<file path="src/include/sys_status_pkg.sv">
/*
 * Constants for the controller system status register bank: register
 * byte offsets, field positions, reset values, limits and timing.
 * Assumes a 250 MHz register clock and a 32-bit AXI4-Lite bus.
 */
package sys_status_pkg;

	// Bus widths
	localparam int ADDR_W = 8;
	localparam int DATA_W = 32;
	localparam int REG_W = 16;

	// Register byte offsets
	localparam logic [7:0] OFS_FLAGS = 8'h00;
	localparam logic [7:0] OFS_SUBPROG = 8'h04;
	localparam logic [7:0] OFS_SAVE_COUNT = 8'h08;
	localparam logic [7:0] OFS_OP_SELECT = 8'h0C;
	localparam logic [7:0] OFS_REPLY_DELAY = 8'h10;
	localparam logic [7:0] OFS_FREE_TEXT = 8'h14;
	localparam logic [7:0] OFS_INDEX_I = 8'h18;
	localparam logic [7:0] OFS_INDEX_J = 8'h1C;
	localparam logic [7:0] OFS_INDEX_K = 8'h20;
	localparam logic [7:0] OFS_IRQ_STATUS = 8'h24;
	localparam logic [7:0] OFS_IRQ_CLEAR = 8'h28;
	localparam logic [7:0] OFS_IRQ_ENABLE = 8'h2C;

	// Flag word fields
	localparam int FLG_TIMER = 0;
	localparam int FLG_IO_LO = 1;
	localparam int NUM_IO = 4;
	localparam int FLG_HOLD = 5;

	// Interrupt event bit positions
	localparam int EV_TIMER = 0;
	localparam int EV_HOLD = 5;
	localparam int EV_REPLY = 6;
	localparam int NUM_EV = 7;

	// Reset values and limits
	localparam logic [15:0] SAVE_COUNT_RST = 16'h0800;
	localparam logic [15:0] SAVE_COUNT_MAX = 16'h0800;
	localparam logic [15:0] REPLY_DELAY_RST = 16'h0000;
	localparam logic [15:0] REPLY_DELAY_MAX = 16'h001E;
	localparam logic [15:0] OP_SELECT_RST = 16'h0000;
	localparam logic [7:0] FREE_CTRL_RST = 8'h00;
	localparam logic [15:0] INDEX_RST = 16'h0000;

	// Index register selector codes
	localparam logic [1:0] IDX_SEL_I = 2'h0;
	localparam logic [1:0] IDX_SEL_J = 2'h1;
	localparam logic [1:0] IDX_SEL_K = 2'h2;

	// AXI responses
	localparam logic [1:0] RESP_OKAY = 2'h0;
	localparam logic [1:0] RESP_SLVERR = 2'h2;

	// Timing: reply delay step of 10 ms at a 4 ns clock
	localparam int CLK_PERIOD_NS = 4;
	localparam int REPLY_STEP_MS = 10;
	localparam int REPLY_STEP_CYC = REPLY_STEP_MS * 1000000 / CLK_PERIOD_NS;
	localparam int REPLY_CNT_W = 22;

endpackage

</file>
<file path="src/core/sys_status_regs.sv">
/*
 * System status and configuration register bank of the controller,
 * reached over AXI4-Lite, with event interrupt, reply delay timer and
 * operand address unit.
 * Assumes the execution status inputs come from controller logic on
 * REF_CLK_IN, so they are not synchronised.
 */
// Decided for this implementation: the address map and the AXI4-Lite register port.
// What this block does
// - Timer flag high only during timer routine
// - Four I/O flags, each tracks own routine
// - Hold flag shows hold; writing requests hold
// - Sub-program word bit 0 tracks sub-program one
// - Save count 0 to 2048, resets 2048
// - Reply delay 0 to 30, steps 10 ms
// - Operand address direct or index modified
// - Three identical signed 16-bit index registers
`timescale 1ns/1ps
module sys_status_regs #(
	parameter int UNIT_CYCLES = sys_status_pkg::REPLY_STEP_CYC
) (
	input wire logic REF_CLK_IN,
	input wire logic RST_IN,
	// AXI4-Lite slave
	input wire logic [sys_status_pkg::ADDR_W-1:0] S_AXI_AWADDR,
	input wire logic S_AXI_AWVALID,
	output logic S_AXI_AWREADY,
	input wire logic [sys_status_pkg::DATA_W-1:0] S_AXI_WDATA,
	input wire logic [3:0] S_AXI_WSTRB,
	input wire logic S_AXI_WVALID,
	output logic S_AXI_WREADY,
	output logic [1:0] S_AXI_BRESP,
	output logic S_AXI_BVALID,
	input wire logic S_AXI_BREADY,
	input wire logic [sys_status_pkg::ADDR_W-1:0] S_AXI_ARADDR,
	input wire logic S_AXI_ARVALID,
	output logic S_AXI_ARREADY,
	output logic [sys_status_pkg::DATA_W-1:0] S_AXI_RDATA,
	output logic [1:0] S_AXI_RRESP,
	output logic S_AXI_RVALID,
	input wire logic S_AXI_RREADY,
	// Execution status from the controller core
	input wire logic TIMER_IRQ_ACTIVE_IN,
	input wire logic [sys_status_pkg::NUM_IO-1:0] IO_IRQ_ACTIVE_IN,
	input wire logic SUBPROGRAM1_ACTIVE_IN,
	input wire logic HOLD_ACTIVE_IN,
	// Serial port side
	input wire logic [7:0] FREE_TEXT_STATUS_IN,
	input wire logic REPLY_REQ_IN,
	output logic REPLY_GO_OUT,
	output logic REPLY_BUSY_OUT,
	output logic [15:0] SERIAL_MODE_OUT,
	output logic [7:0] FREE_TEXT_CTRL_OUT,
	// Persistent save and hold
	output logic [15:0] SAVE_COUNT_OUT,
	output logic HOLD_REQ_OUT,
	// Operand addressing
	input wire logic [15:0] OPERAND_BASE_IN,
	input wire logic OPERAND_INDEXED_IN,
	input wire logic [1:0] OPERAND_INDEX_SEL_IN,
	output logic [15:0] OPERAND_ADDR_OUT,
	// Interrupt
	output logic IRQ_OUT
);
	import sys_status_pkg::*;

	// Write channel holding state
	logic aw_full_q; // Write address captured
	logic w_full_q; // Write data captured
	logic [7:0] awaddr_q; // Captured write address
	logic [31:0] wdata_q; // Captured write data
	logic [3:0] wstrb_q; // Captured strobes
	logic bvalid_q; // Write response pending
	logic [1:0] bresp_q; // Write response code
	// Read channel state
	logic rvalid_q; // Read data pending
	logic [31:0] rdata_q; // Read data register
	logic [1:0] rresp_q; // Read response code
	// Register storage
	logic hold_req_q; // Hold request from software
	logic [15:0] save_q; // Persistent save count
	logic [15:0] opsel_q; // Serial port mode word
	logic [15:0] delay_q; // Reply delay in 10 ms steps
	logic [7:0] free_ctrl_q; // Free text control bits
	logic [15:0] idx_q [3]; // Index registers I, J, K
	logic [NUM_EV-1:0] ev_stat_q; // Sticky event bits
	logic [NUM_EV-1:0] ev_en_q; // Event enables
	logic [4:0] act_prev_q; // Last activity levels
	logic hold_prev_q; // Last hold level
	// Reply delay timer
	logic [REPLY_CNT_W-1:0] cnt_q; // Cycles left in this step
	logic [4:0] left_q; // Steps left
	logic busy_q; // Timer running
	logic go_q; // Reply may go now

	// Decode wires
	logic aw_hs; // Address handshake now
	logic w_hs; // Data handshake now
	logic aw_have; // Address available
	logic w_have; // Data available
	logic do_write; // Commit a write this cycle
	logic [7:0] wr_addr; // Write address in use
	logic [31:0] wr_data; // Write data in use
	logic [3:0] wr_strb; // Strobes in use
	logic wr_hit; // Write address mapped
	logic ar_hs; // Read address handshake
	logic rd_hit; // Read address mapped
	logic [15:0] rd_word; // Selected read word
	logic [15:0] flags_w; // Flag word as read
	logic [15:0] wr_word; // Lane-merged write word
	logic [15:0] wr_base; // Current value of target
	logic [4:0] act_now; // Activity levels now
	logic [NUM_EV-1:0] ev_set; // Events this cycle
	logic [NUM_EV-1:0] ev_clr; // Software clears
	logic start_ok; // Reply request accepted
	logic step_end; // Current step done

	// Handshakes; one write at a time until response is taken
	assign S_AXI_AWREADY = !aw_full_q && !bvalid_q;
	assign S_AXI_WREADY = !w_full_q && !bvalid_q;
	assign aw_hs = S_AXI_AWVALID && S_AXI_AWREADY;
	assign w_hs = S_AXI_WVALID && S_AXI_WREADY;
	assign aw_have = aw_full_q || aw_hs;
	assign w_have = w_full_q || w_hs;
	assign do_write = aw_have && w_have;
	assign wr_addr = aw_full_q ? awaddr_q : S_AXI_AWADDR;
	assign wr_data = w_full_q ? wdata_q : S_AXI_WDATA;
	assign wr_strb = w_full_q ? wstrb_q : S_AXI_WSTRB;
	assign S_AXI_BVALID = bvalid_q;
	assign S_AXI_BRESP = bresp_q;

	// Read channel; one read at a time
	assign S_AXI_ARREADY = !rvalid_q;
	assign ar_hs = S_AXI_ARVALID && S_AXI_ARREADY;
	assign S_AXI_RVALID = rvalid_q;
	assign S_AXI_RDATA = rdata_q;
	assign S_AXI_RRESP = rresp_q;

	// Flag word: reserved bits tie to zero
	assign flags_w = {10'h000, HOLD_ACTIVE_IN || hold_req_q,
		IO_IRQ_ACTIVE_IN, TIMER_IRQ_ACTIVE_IN};

	// Read selection; unmapped and reserved words give zero
	assign rd_hit = S_AXI_ARADDR == OFS_FLAGS ||
		S_AXI_ARADDR == OFS_SUBPROG || S_AXI_ARADDR == OFS_SAVE_COUNT ||
		S_AXI_ARADDR == OFS_OP_SELECT ||
		S_AXI_ARADDR == OFS_REPLY_DELAY ||
		S_AXI_ARADDR == OFS_FREE_TEXT || S_AXI_ARADDR == OFS_INDEX_I ||
		S_AXI_ARADDR == OFS_INDEX_J || S_AXI_ARADDR == OFS_INDEX_K ||
		S_AXI_ARADDR == OFS_IRQ_STATUS || S_AXI_ARADDR == OFS_IRQ_CLEAR ||
		S_AXI_ARADDR == OFS_IRQ_ENABLE;
	assign rd_word =
		(S_AXI_ARADDR == OFS_FLAGS) ? flags_w :
		(S_AXI_ARADDR == OFS_SUBPROG) ?
			{15'h0000, SUBPROGRAM1_ACTIVE_IN} :
		(S_AXI_ARADDR == OFS_SAVE_COUNT) ? save_q :
		(S_AXI_ARADDR == OFS_OP_SELECT) ? opsel_q :
		(S_AXI_ARADDR == OFS_REPLY_DELAY) ? delay_q :
		(S_AXI_ARADDR == OFS_FREE_TEXT) ?
			{FREE_TEXT_STATUS_IN, free_ctrl_q} :
		(S_AXI_ARADDR == OFS_INDEX_I) ? idx_q[0] :
		(S_AXI_ARADDR == OFS_INDEX_J) ? idx_q[1] :
		(S_AXI_ARADDR == OFS_INDEX_K) ? idx_q[2] :
		(S_AXI_ARADDR == OFS_IRQ_STATUS) ? {9'h000, ev_stat_q} :
		(S_AXI_ARADDR == OFS_IRQ_ENABLE) ? {9'h000, ev_en_q} :
		16'h0000;

	// Write target and byte-lane merge; upper lanes are ignored
	assign wr_hit = wr_addr == OFS_FLAGS ||
		wr_addr == OFS_SUBPROG || wr_addr == OFS_SAVE_COUNT ||
		wr_addr == OFS_OP_SELECT || wr_addr == OFS_REPLY_DELAY ||
		wr_addr == OFS_FREE_TEXT || wr_addr == OFS_INDEX_I ||
		wr_addr == OFS_INDEX_J || wr_addr == OFS_INDEX_K ||
		wr_addr == OFS_IRQ_STATUS || wr_addr == OFS_IRQ_CLEAR ||
		wr_addr == OFS_IRQ_ENABLE;
	assign wr_base =
		(wr_addr == OFS_FLAGS) ? {10'h000, hold_req_q, 5'h00} :
		(wr_addr == OFS_SAVE_COUNT) ? save_q :
		(wr_addr == OFS_OP_SELECT) ? opsel_q :
		(wr_addr == OFS_REPLY_DELAY) ? delay_q :
		(wr_addr == OFS_FREE_TEXT) ? {8'h00, free_ctrl_q} :
		(wr_addr == OFS_INDEX_I) ? idx_q[0] :
		(wr_addr == OFS_INDEX_J) ? idx_q[1] :
		(wr_addr == OFS_INDEX_K) ? idx_q[2] :
		(wr_addr == OFS_IRQ_ENABLE) ? {9'h000, ev_en_q} : 16'h0000;
	assign wr_word = {wr_strb[1] ? wr_data[15:8] : wr_base[15:8],
		wr_strb[0] ? wr_data[7:0] : wr_base[7:0]};

	// Write handshake bookkeeping
	always_ff @(posedge REF_CLK_IN) begin
		if (RST_IN) begin
			aw_full_q <= 1'b0;
			w_full_q <= 1'b0;
			bvalid_q <= 1'b0;
			bresp_q <= RESP_OKAY;
		end else begin
			aw_full_q <= aw_have && !do_write;
			w_full_q <= w_have && !do_write;
			// Response follows both halves
			if (do_write) begin
				bvalid_q <= 1'b1;
				bresp_q <= wr_hit ? RESP_OKAY : RESP_SLVERR;
			end else if (S_AXI_BREADY) begin
				bvalid_q <= 1'b0;
			end
		end
	end

	// Captured write payload; no reset needed for data path
	always_ff @(posedge REF_CLK_IN) begin
		if (aw_hs) begin
			awaddr_q <= S_AXI_AWADDR;
		end
		if (w_hs) begin
			wdata_q <= S_AXI_WDATA;
			wstrb_q <= S_AXI_WSTRB;
		end
	end

	// Read answer one cycle after address is taken
	always_ff @(posedge REF_CLK_IN) begin
		if (RST_IN) begin
			rvalid_q <= 1'b0;
			rdata_q <= 32'h0000_0000;
			rresp_q <= RESP_OKAY;
		end else if (ar_hs) begin
			rvalid_q <= 1'b1;
			rdata_q <= {16'h0000, rd_word};
			rresp_q <= rd_hit ? RESP_OKAY : RESP_SLVERR;
		end else if (S_AXI_RREADY) begin
			rvalid_q <= 1'b0;
		end
	end

	// Configuration words; out-of-range values clamp to the limit
	always_ff @(posedge REF_CLK_IN) begin
		if (RST_IN) begin
			hold_req_q <= 1'b0;
			save_q <= SAVE_COUNT_RST;
			opsel_q <= OP_SELECT_RST;
			delay_q <= REPLY_DELAY_RST;
			free_ctrl_q <= FREE_CTRL_RST;
			ev_en_q <= '0;
		end else if (do_write) begin
			case (wr_addr)
				OFS_FLAGS: begin
					hold_req_q <= wr_word[FLG_HOLD];
				end
				OFS_SAVE_COUNT: begin
					save_q <= (wr_word > SAVE_COUNT_MAX) ?
						SAVE_COUNT_MAX : wr_word;
				end
				OFS_OP_SELECT: begin
					opsel_q <= wr_word;
				end
				OFS_REPLY_DELAY: begin
					delay_q <= (wr_word > REPLY_DELAY_MAX) ?
						REPLY_DELAY_MAX : wr_word;
				end
				OFS_FREE_TEXT: begin
					free_ctrl_q <= wr_word[7:0];
				end
				OFS_IRQ_ENABLE: begin
					ev_en_q <= wr_word[NUM_EV-1:0];
				end
				default: begin
					// Read-only and reserved words drop writes
				end
			endcase
		end
	end

	// Three identical index registers
	genvar gi;
	for (gi = 0; gi < 3; gi++) begin : g_idx
		localparam logic [7:0] OFS = OFS_INDEX_I + 8'(4 * gi);
		// Signed 16-bit store, any pattern legal
		always_ff @(posedge REF_CLK_IN) begin
			if (RST_IN) begin
				idx_q[gi] <= INDEX_RST;
			end else if (do_write && wr_addr == OFS) begin
				idx_q[gi] <= wr_word;
			end
		end
	end

	// Events: routine start on each activity flag, hold entry, reply
	assign act_now = {IO_IRQ_ACTIVE_IN, TIMER_IRQ_ACTIVE_IN};
	assign ev_set = {go_q, HOLD_ACTIVE_IN && !hold_prev_q,
		act_now & ~act_prev_q};
	assign ev_clr = (do_write && wr_addr == OFS_IRQ_CLEAR) ?
		wr_word[NUM_EV-1:0] : '0;
	assign IRQ_OUT = |(ev_stat_q & ev_en_q);

	// Sticky status; a new event beats a clear in the same cycle
	always_ff @(posedge REF_CLK_IN) begin
		if (RST_IN) begin
			ev_stat_q <= '0;
			act_prev_q <= 5'h00;
			hold_prev_q <= 1'b0;
		end else begin
			ev_stat_q <= (ev_stat_q & ~ev_clr) | ev_set;
			act_prev_q <= act_now;
			hold_prev_q <= HOLD_ACTIVE_IN;
		end
	end

	// Reply delay: delay_q steps of UNIT_CYCLES each
	assign start_ok = REPLY_REQ_IN && !busy_q;
	assign step_end = busy_q && cnt_q == '0;
	always_ff @(posedge REF_CLK_IN) begin
		if (RST_IN) begin
			busy_q <= 1'b0;
			go_q <= 1'b0;
			cnt_q <= '0;
			left_q <= 5'h00;
		end else if (start_ok) begin
			// Zero delay answers at once
			busy_q <= delay_q != 16'h0000;
			go_q <= delay_q == 16'h0000;
			cnt_q <= REPLY_CNT_W'(UNIT_CYCLES - 1);
			left_q <= delay_q[4:0];
		end else if (step_end) begin
			// Last step ends the wait
			busy_q <= left_q != 5'h01;
			go_q <= left_q == 5'h01;
			cnt_q <= REPLY_CNT_W'(UNIT_CYCLES - 1);
			left_q <= 5'(left_q - 5'h01);
		end else begin
			go_q <= 1'b0;
			cnt_q <= busy_q ? REPLY_CNT_W'(cnt_q - 1'b1) : cnt_q;
		end
	end

	// Output drive
	assign REPLY_GO_OUT = go_q;
	assign REPLY_BUSY_OUT = busy_q;
	assign SERIAL_MODE_OUT = opsel_q;
	assign FREE_TEXT_CTRL_OUT = free_ctrl_q;
	assign SAVE_COUNT_OUT = save_q;
	assign HOLD_REQ_OUT = hold_req_q;

	// Effective operand address; range is the program's care
	operand_addr_unit u_addr (
		.clk_in(REF_CLK_IN),
		.rst_in(RST_IN),
		.base_in(OPERAND_BASE_IN),
		.indexed_in(OPERAND_INDEXED_IN),
		.sel_in(OPERAND_INDEX_SEL_IN),
		.idx_i_in(idx_q[0]),
		.idx_j_in(idx_q[1]),
		.idx_k_in(idx_q[2]),
		.addr_out(OPERAND_ADDR_OUT)
	);
endmodule

</file>
<file path="src/core/operand_addr_unit.sv">
/*
 * Operand address unit: forms the effective operand address, either the
 * literal base or the base plus one signed index register.
 * Assumes the index registers come from the same clock domain.
 */
`timescale 1ns/1ps
module operand_addr_unit (
	input wire logic clk_in,
	input wire logic rst_in,
	input wire logic [15:0] base_in,
	input wire logic indexed_in,
	input wire logic [1:0] sel_in,
	input wire logic [15:0] idx_i_in,
	input wire logic [15:0] idx_j_in,
	input wire logic [15:0] idx_k_in,
	output logic [15:0] addr_out
);
	import sys_status_pkg::*;

	logic [15:0] idx_w; // Selected index value
	logic [15:0] addr_d; // Next effective address
	logic [15:0] addr_q; // Registered address

	// Pick one of three identical index registers
	assign idx_w = (sel_in == IDX_SEL_I) ? idx_i_in :
		(sel_in == IDX_SEL_J) ? idx_j_in :
		(sel_in == IDX_SEL_K) ? idx_k_in : INDEX_RST;
	// Direct or index-modified; wraps silently, no range
	assign addr_d = indexed_in ? 16'(base_in + idx_w) : base_in;
	assign addr_out = addr_q;

	// Address register
	always_ff @(posedge clk_in) begin
		if (rst_in) begin
			addr_q <= 16'h0000;
		end else begin
			addr_q <= addr_d;
		end
	end
endmodule

</file>
<file path="config.mk">
export PLATFORM = sky130hd
export DESIGN_NAME = sys_status_regs
export DESIGN_NICKNAME = d
export VERILOG_FILES = /design/src/include/sys_status_pkg.sv /design/src/core/sys_status_regs.sv /design/src/core/operand_addr_unit.sv
export SDC_FILE = /design/constraint.sdc
export NUM_CORES = 1
export LEC_CHECK = 0
export ABC_CLOCK_PERIOD_IN_PS = 4470
export BUFFER_PORTS_ARGS = -buffer_cell sky130_fd_sc_hd__buf_2
export CAP_MARGIN = 5
export CORE_MARGIN = 2
export CORE_UTILIZATION = 25
export CTS_BUF_LIST = sky130_fd_sc_hd__clkbuf_4
export CTS_CLUSTER_SIZE = 24
export DETAILED_ROUTE_END_ITERATION = 16
export SLEW_MARGIN = 0
export SYNTH_ARGS = -nofsm -noshare
export SYNTH_HDL_FRONTEND = slang
export SYNTH_SLANG_ARGS = --single-unit
export TNS_END_PERCENT = 50
</file>
<file path="constraint.sdc">
create_clock -name REF_CLK_IN -period 4.47 [get_ports REF_CLK_IN]
set_input_delay 0.447 -clock REF_CLK_IN [delete_from_list [all_inputs] [get_ports REF_CLK_IN]]
set_output_delay 0.447 -clock REF_CLK_IN [all_outputs]
set_load 0.05 [all_outputs]
</file>
==> out/metrics.yaml <==
drc: 0
cts_root_buffer: "clkbuf_4"
grt_usage_pct: 17.0
max_freq_ghz: 0.240
critPathMaxFanout: 23
gp_congestion: 0.888
wl_per_cell_microns: 19.9
die_width_microns: 221
nets: 1638
layout-drive-gt1-share_pct: 20.5
grt_pass1_vias: 10800
area_growth_pct: 22.8
fin_crit_ns: 4.16
dp_hpwl_microns: 31700
ctsResizeCount: 0
fp-row-count: 79
placed_cell_area_sq_um: 13200
grt_pass1_wl_microns: 64900
drv_cap: 0
drtIter0Drc: 1163
synth-seq-cells: 218
final_util_pct: 31.1
clock_sinks: 218
io_buffers: 158
coreArea_sq_um: 46500
tightest_slew_ns: 0.967
skew_ns: 0.0766
ioPinCount: 195
finalSetupViolCount: 0
dr.pass1.iters: 6
vias_per_cell: 5.15
ys_types: 86
critPathLaunchType: "flip-flop"
postSynthAreaPerCell_sq_um: 9.03
min_path_type: "primary input to flip-flop"
slew-limit-headroom_pct: 35.5
maxSlewViolCount: 0
status: "completed"
die_y_microns: 221
netlist_top_cells_area: "dfxtp_1 (25%), edfxtp_1 (19%), nor2_1 (6.7%)"
hold_viol: 0
crit_arrival_ns: 4.85
grt_max_degree: 62
yosysSeqAreaShare_pct: 43.4
finalSetupTns_ns: 0
clkTransAtPathRegs_ns: 0.07
fin_crit_sh_pct: 93.2
post-place-cells: 2022
synth_top_cell_by_area: "dfxtp_1"
yosysWarnings: 0
end_kind: "flip-flop"
power_leakage_nw: 5.67
ant_nets: 0
final_area_sq_um: 14400
grt.overflow.total: 0
start_util_pct: 25.3
syn_inst: 1302
clockBufferDepth: 3
synth.top_cell.area_share_pct: 24.5
vias: 11200
cts_max_level: 2
critPathRequiredTime_ns: 5.15
p_per_area_nw_per_um2: 340
fin_cells: 2182
ir_drop_v: 0.000186
ys.flop_type: "dfxtp_1"
clk_latency_ns: 0.77
cts_buffers: 59
synth-edff-count: 74
rsz0062_at_grt: "no"
netlist_area_sq_um: 11800
cts_tree: "done"
die_area_sq_um: 48800
async_flop_share_pct: 0
antenna_found_initial: 3
routed_wirelength_microns: 43300
critPathKind: "flip-flop to flip-flop"
-- power breakdown --
group	internal, mW	switching, mW	total (mW)
logic	0.291	0.600	0.890
registers	2.14	0.0599	2.20
clock network	0.916	0.907	1.82
-- synth_stat cells (9+ instances only) --
master      n
nand2_1    81
nand3_1    51
buf_4      19
o21ai_0    55
and2_1     24
edfxtp_1   74
a22oi_1    23
nand4_1    18
o211ai_1   12
o21bai_1   12
a311oi_1   11
nor4_1     12
xnor2_1    19
ha_1       19
nor2b_1    10
and3_1      9
inv_1      23
nand2b_1   14
nor3_1     23
a211oi_1   44
or3_1      10
clkbuf_1   62
nor2_1    210
a21o_1     14
dfxtp_1   144
a21oi_1    58
a221oi_1   21
mux2i_1    71
-- timing repair --
action / CTS / global route
setup buffers: 0 / 0
setup endpoints to repair: 0 / 0
endpoints found under the hold margin: 53 / 0
hold buffers: 48 / 0
-- cell type report --
type	instances	area, sq um
repair buffers	240	1530
diodes	2	5.00
flip-flops and latches	218	5100
fillers	4905	32000
clock inverters	21	97.6
clock buffers	89	668
well taps	607	759
multi-input cells	981	6180
inverters	24	90.1
-- worst max-delay path, stage by stage, from the launching register on --
cell and delay [ns]:
dfxtp_1 0.67, or3b_1 0.51, a222oi_1 0.53, buf_4 0.39, a22oi_1 0.18, o2bb2ai_1 0.49
nand4_2 0.31, nor4b_2 0.36, nand4_1 0.30, a221oi_2 0.34
-- metrics by stage --
step | hold WS, ns | power (mW) | worst slack [ns]
finish | 0.0790 | 4.91 | 0.306
global route | 0.0465 | 5.13 | 0.0895
CTS | 0.0150 | 4.94 | 0.447
detailed placement | 0.475 | 3.09 | 0.457
global placement | 0.456 | 3.07 | 0.554
floorplan | 0.449 | 2.82 | 0.908
-- state kept, by name (all words and copies together), names as in the netlist, 2 cells and up --
name,cells
SERIAL_MODE_OUT,16
wdata_q,16
act_prev_q,5
cnt_q,22
S_AXI_RDATA,16
SAVE_COUNT_OUT,16
u_addr.addr_out,16
left_q,5
ev_en_q,7
FREE_TEXT_CTRL_OUT,8
wstrb_q,2
delay_q,16
awaddr_q,8
ev_stat_q,7
idx_q,48
-- logic make-up (layout without fill, tap and decap cells) --
kind of cell	count (synthesis)	in the layout	share of synthesized area, %
DFF	218	218	43.4
muxes	75	75	6.43
adders and majority gates	20	20	2.19
xor gates and xnor gates	27	27	2.01
other	1	20	0.0319
AOI/OAI and AO/OA	338	338	20.8
and+or+nand+nor	503	503	20.5
buffers and inverters	120	374	4.58
-- per-layer routing --
metal | global-route usage, % | part of all wire, % | vias up
met2 | 25.9 | 43 | 584
li1 | - | - | 5296
met3 | 5.03 | 10 | 93
met4 | 5.69 | 3.0 | 2
met1 | 23.0 | 43 | 5257
met5 | 0 | 0.030 | -
-- layout by cell type (no fill, tap or decap), types with 35 or more instances in the layout --
cell / netlist / routed
a211oi_1: 44 / 44
a21oi_1: 58 / 58
buf_2: 7 / 157
buf_4: 19 / 35
clkbuf_4: 0 / 89
dfxtp_1: 144 / 144
dlygate4sd3_1: 0 / 48
edfxtp_1: 74 / 74
mux2i_1: 71 / 71
nand2_1: 81 / 81
nand3_1: 51 / 51
nor2_1: 210 / 209
o21ai_0: 55 / 55
-- path summary, 6_finish.rpt --
check             slack, ns                              to                    start  cells after the start
setup / recovery       0.31  SAVE_COUNT_OUT[9]$_SDFFE_PP0P_     aw_full_q$_SDFF_PP0_                      9
hold / removal         0.08  u_addr.addr_out[14]$_SDFF_PP0_      OPERAND_BASE_IN[14]                      3
setup reg to reg       0.31  SAVE_COUNT_OUT[9]$_SDFFE_PP0P_     aw_full_q$_SDFF_PP0_                      9
hold reg to reg        0.48         ev_stat_q[6]$_SDFF_PP0_  REPLY_GO_OUT$_SDFF_PP0_                      2
Power figures use the tool's default switching activity.
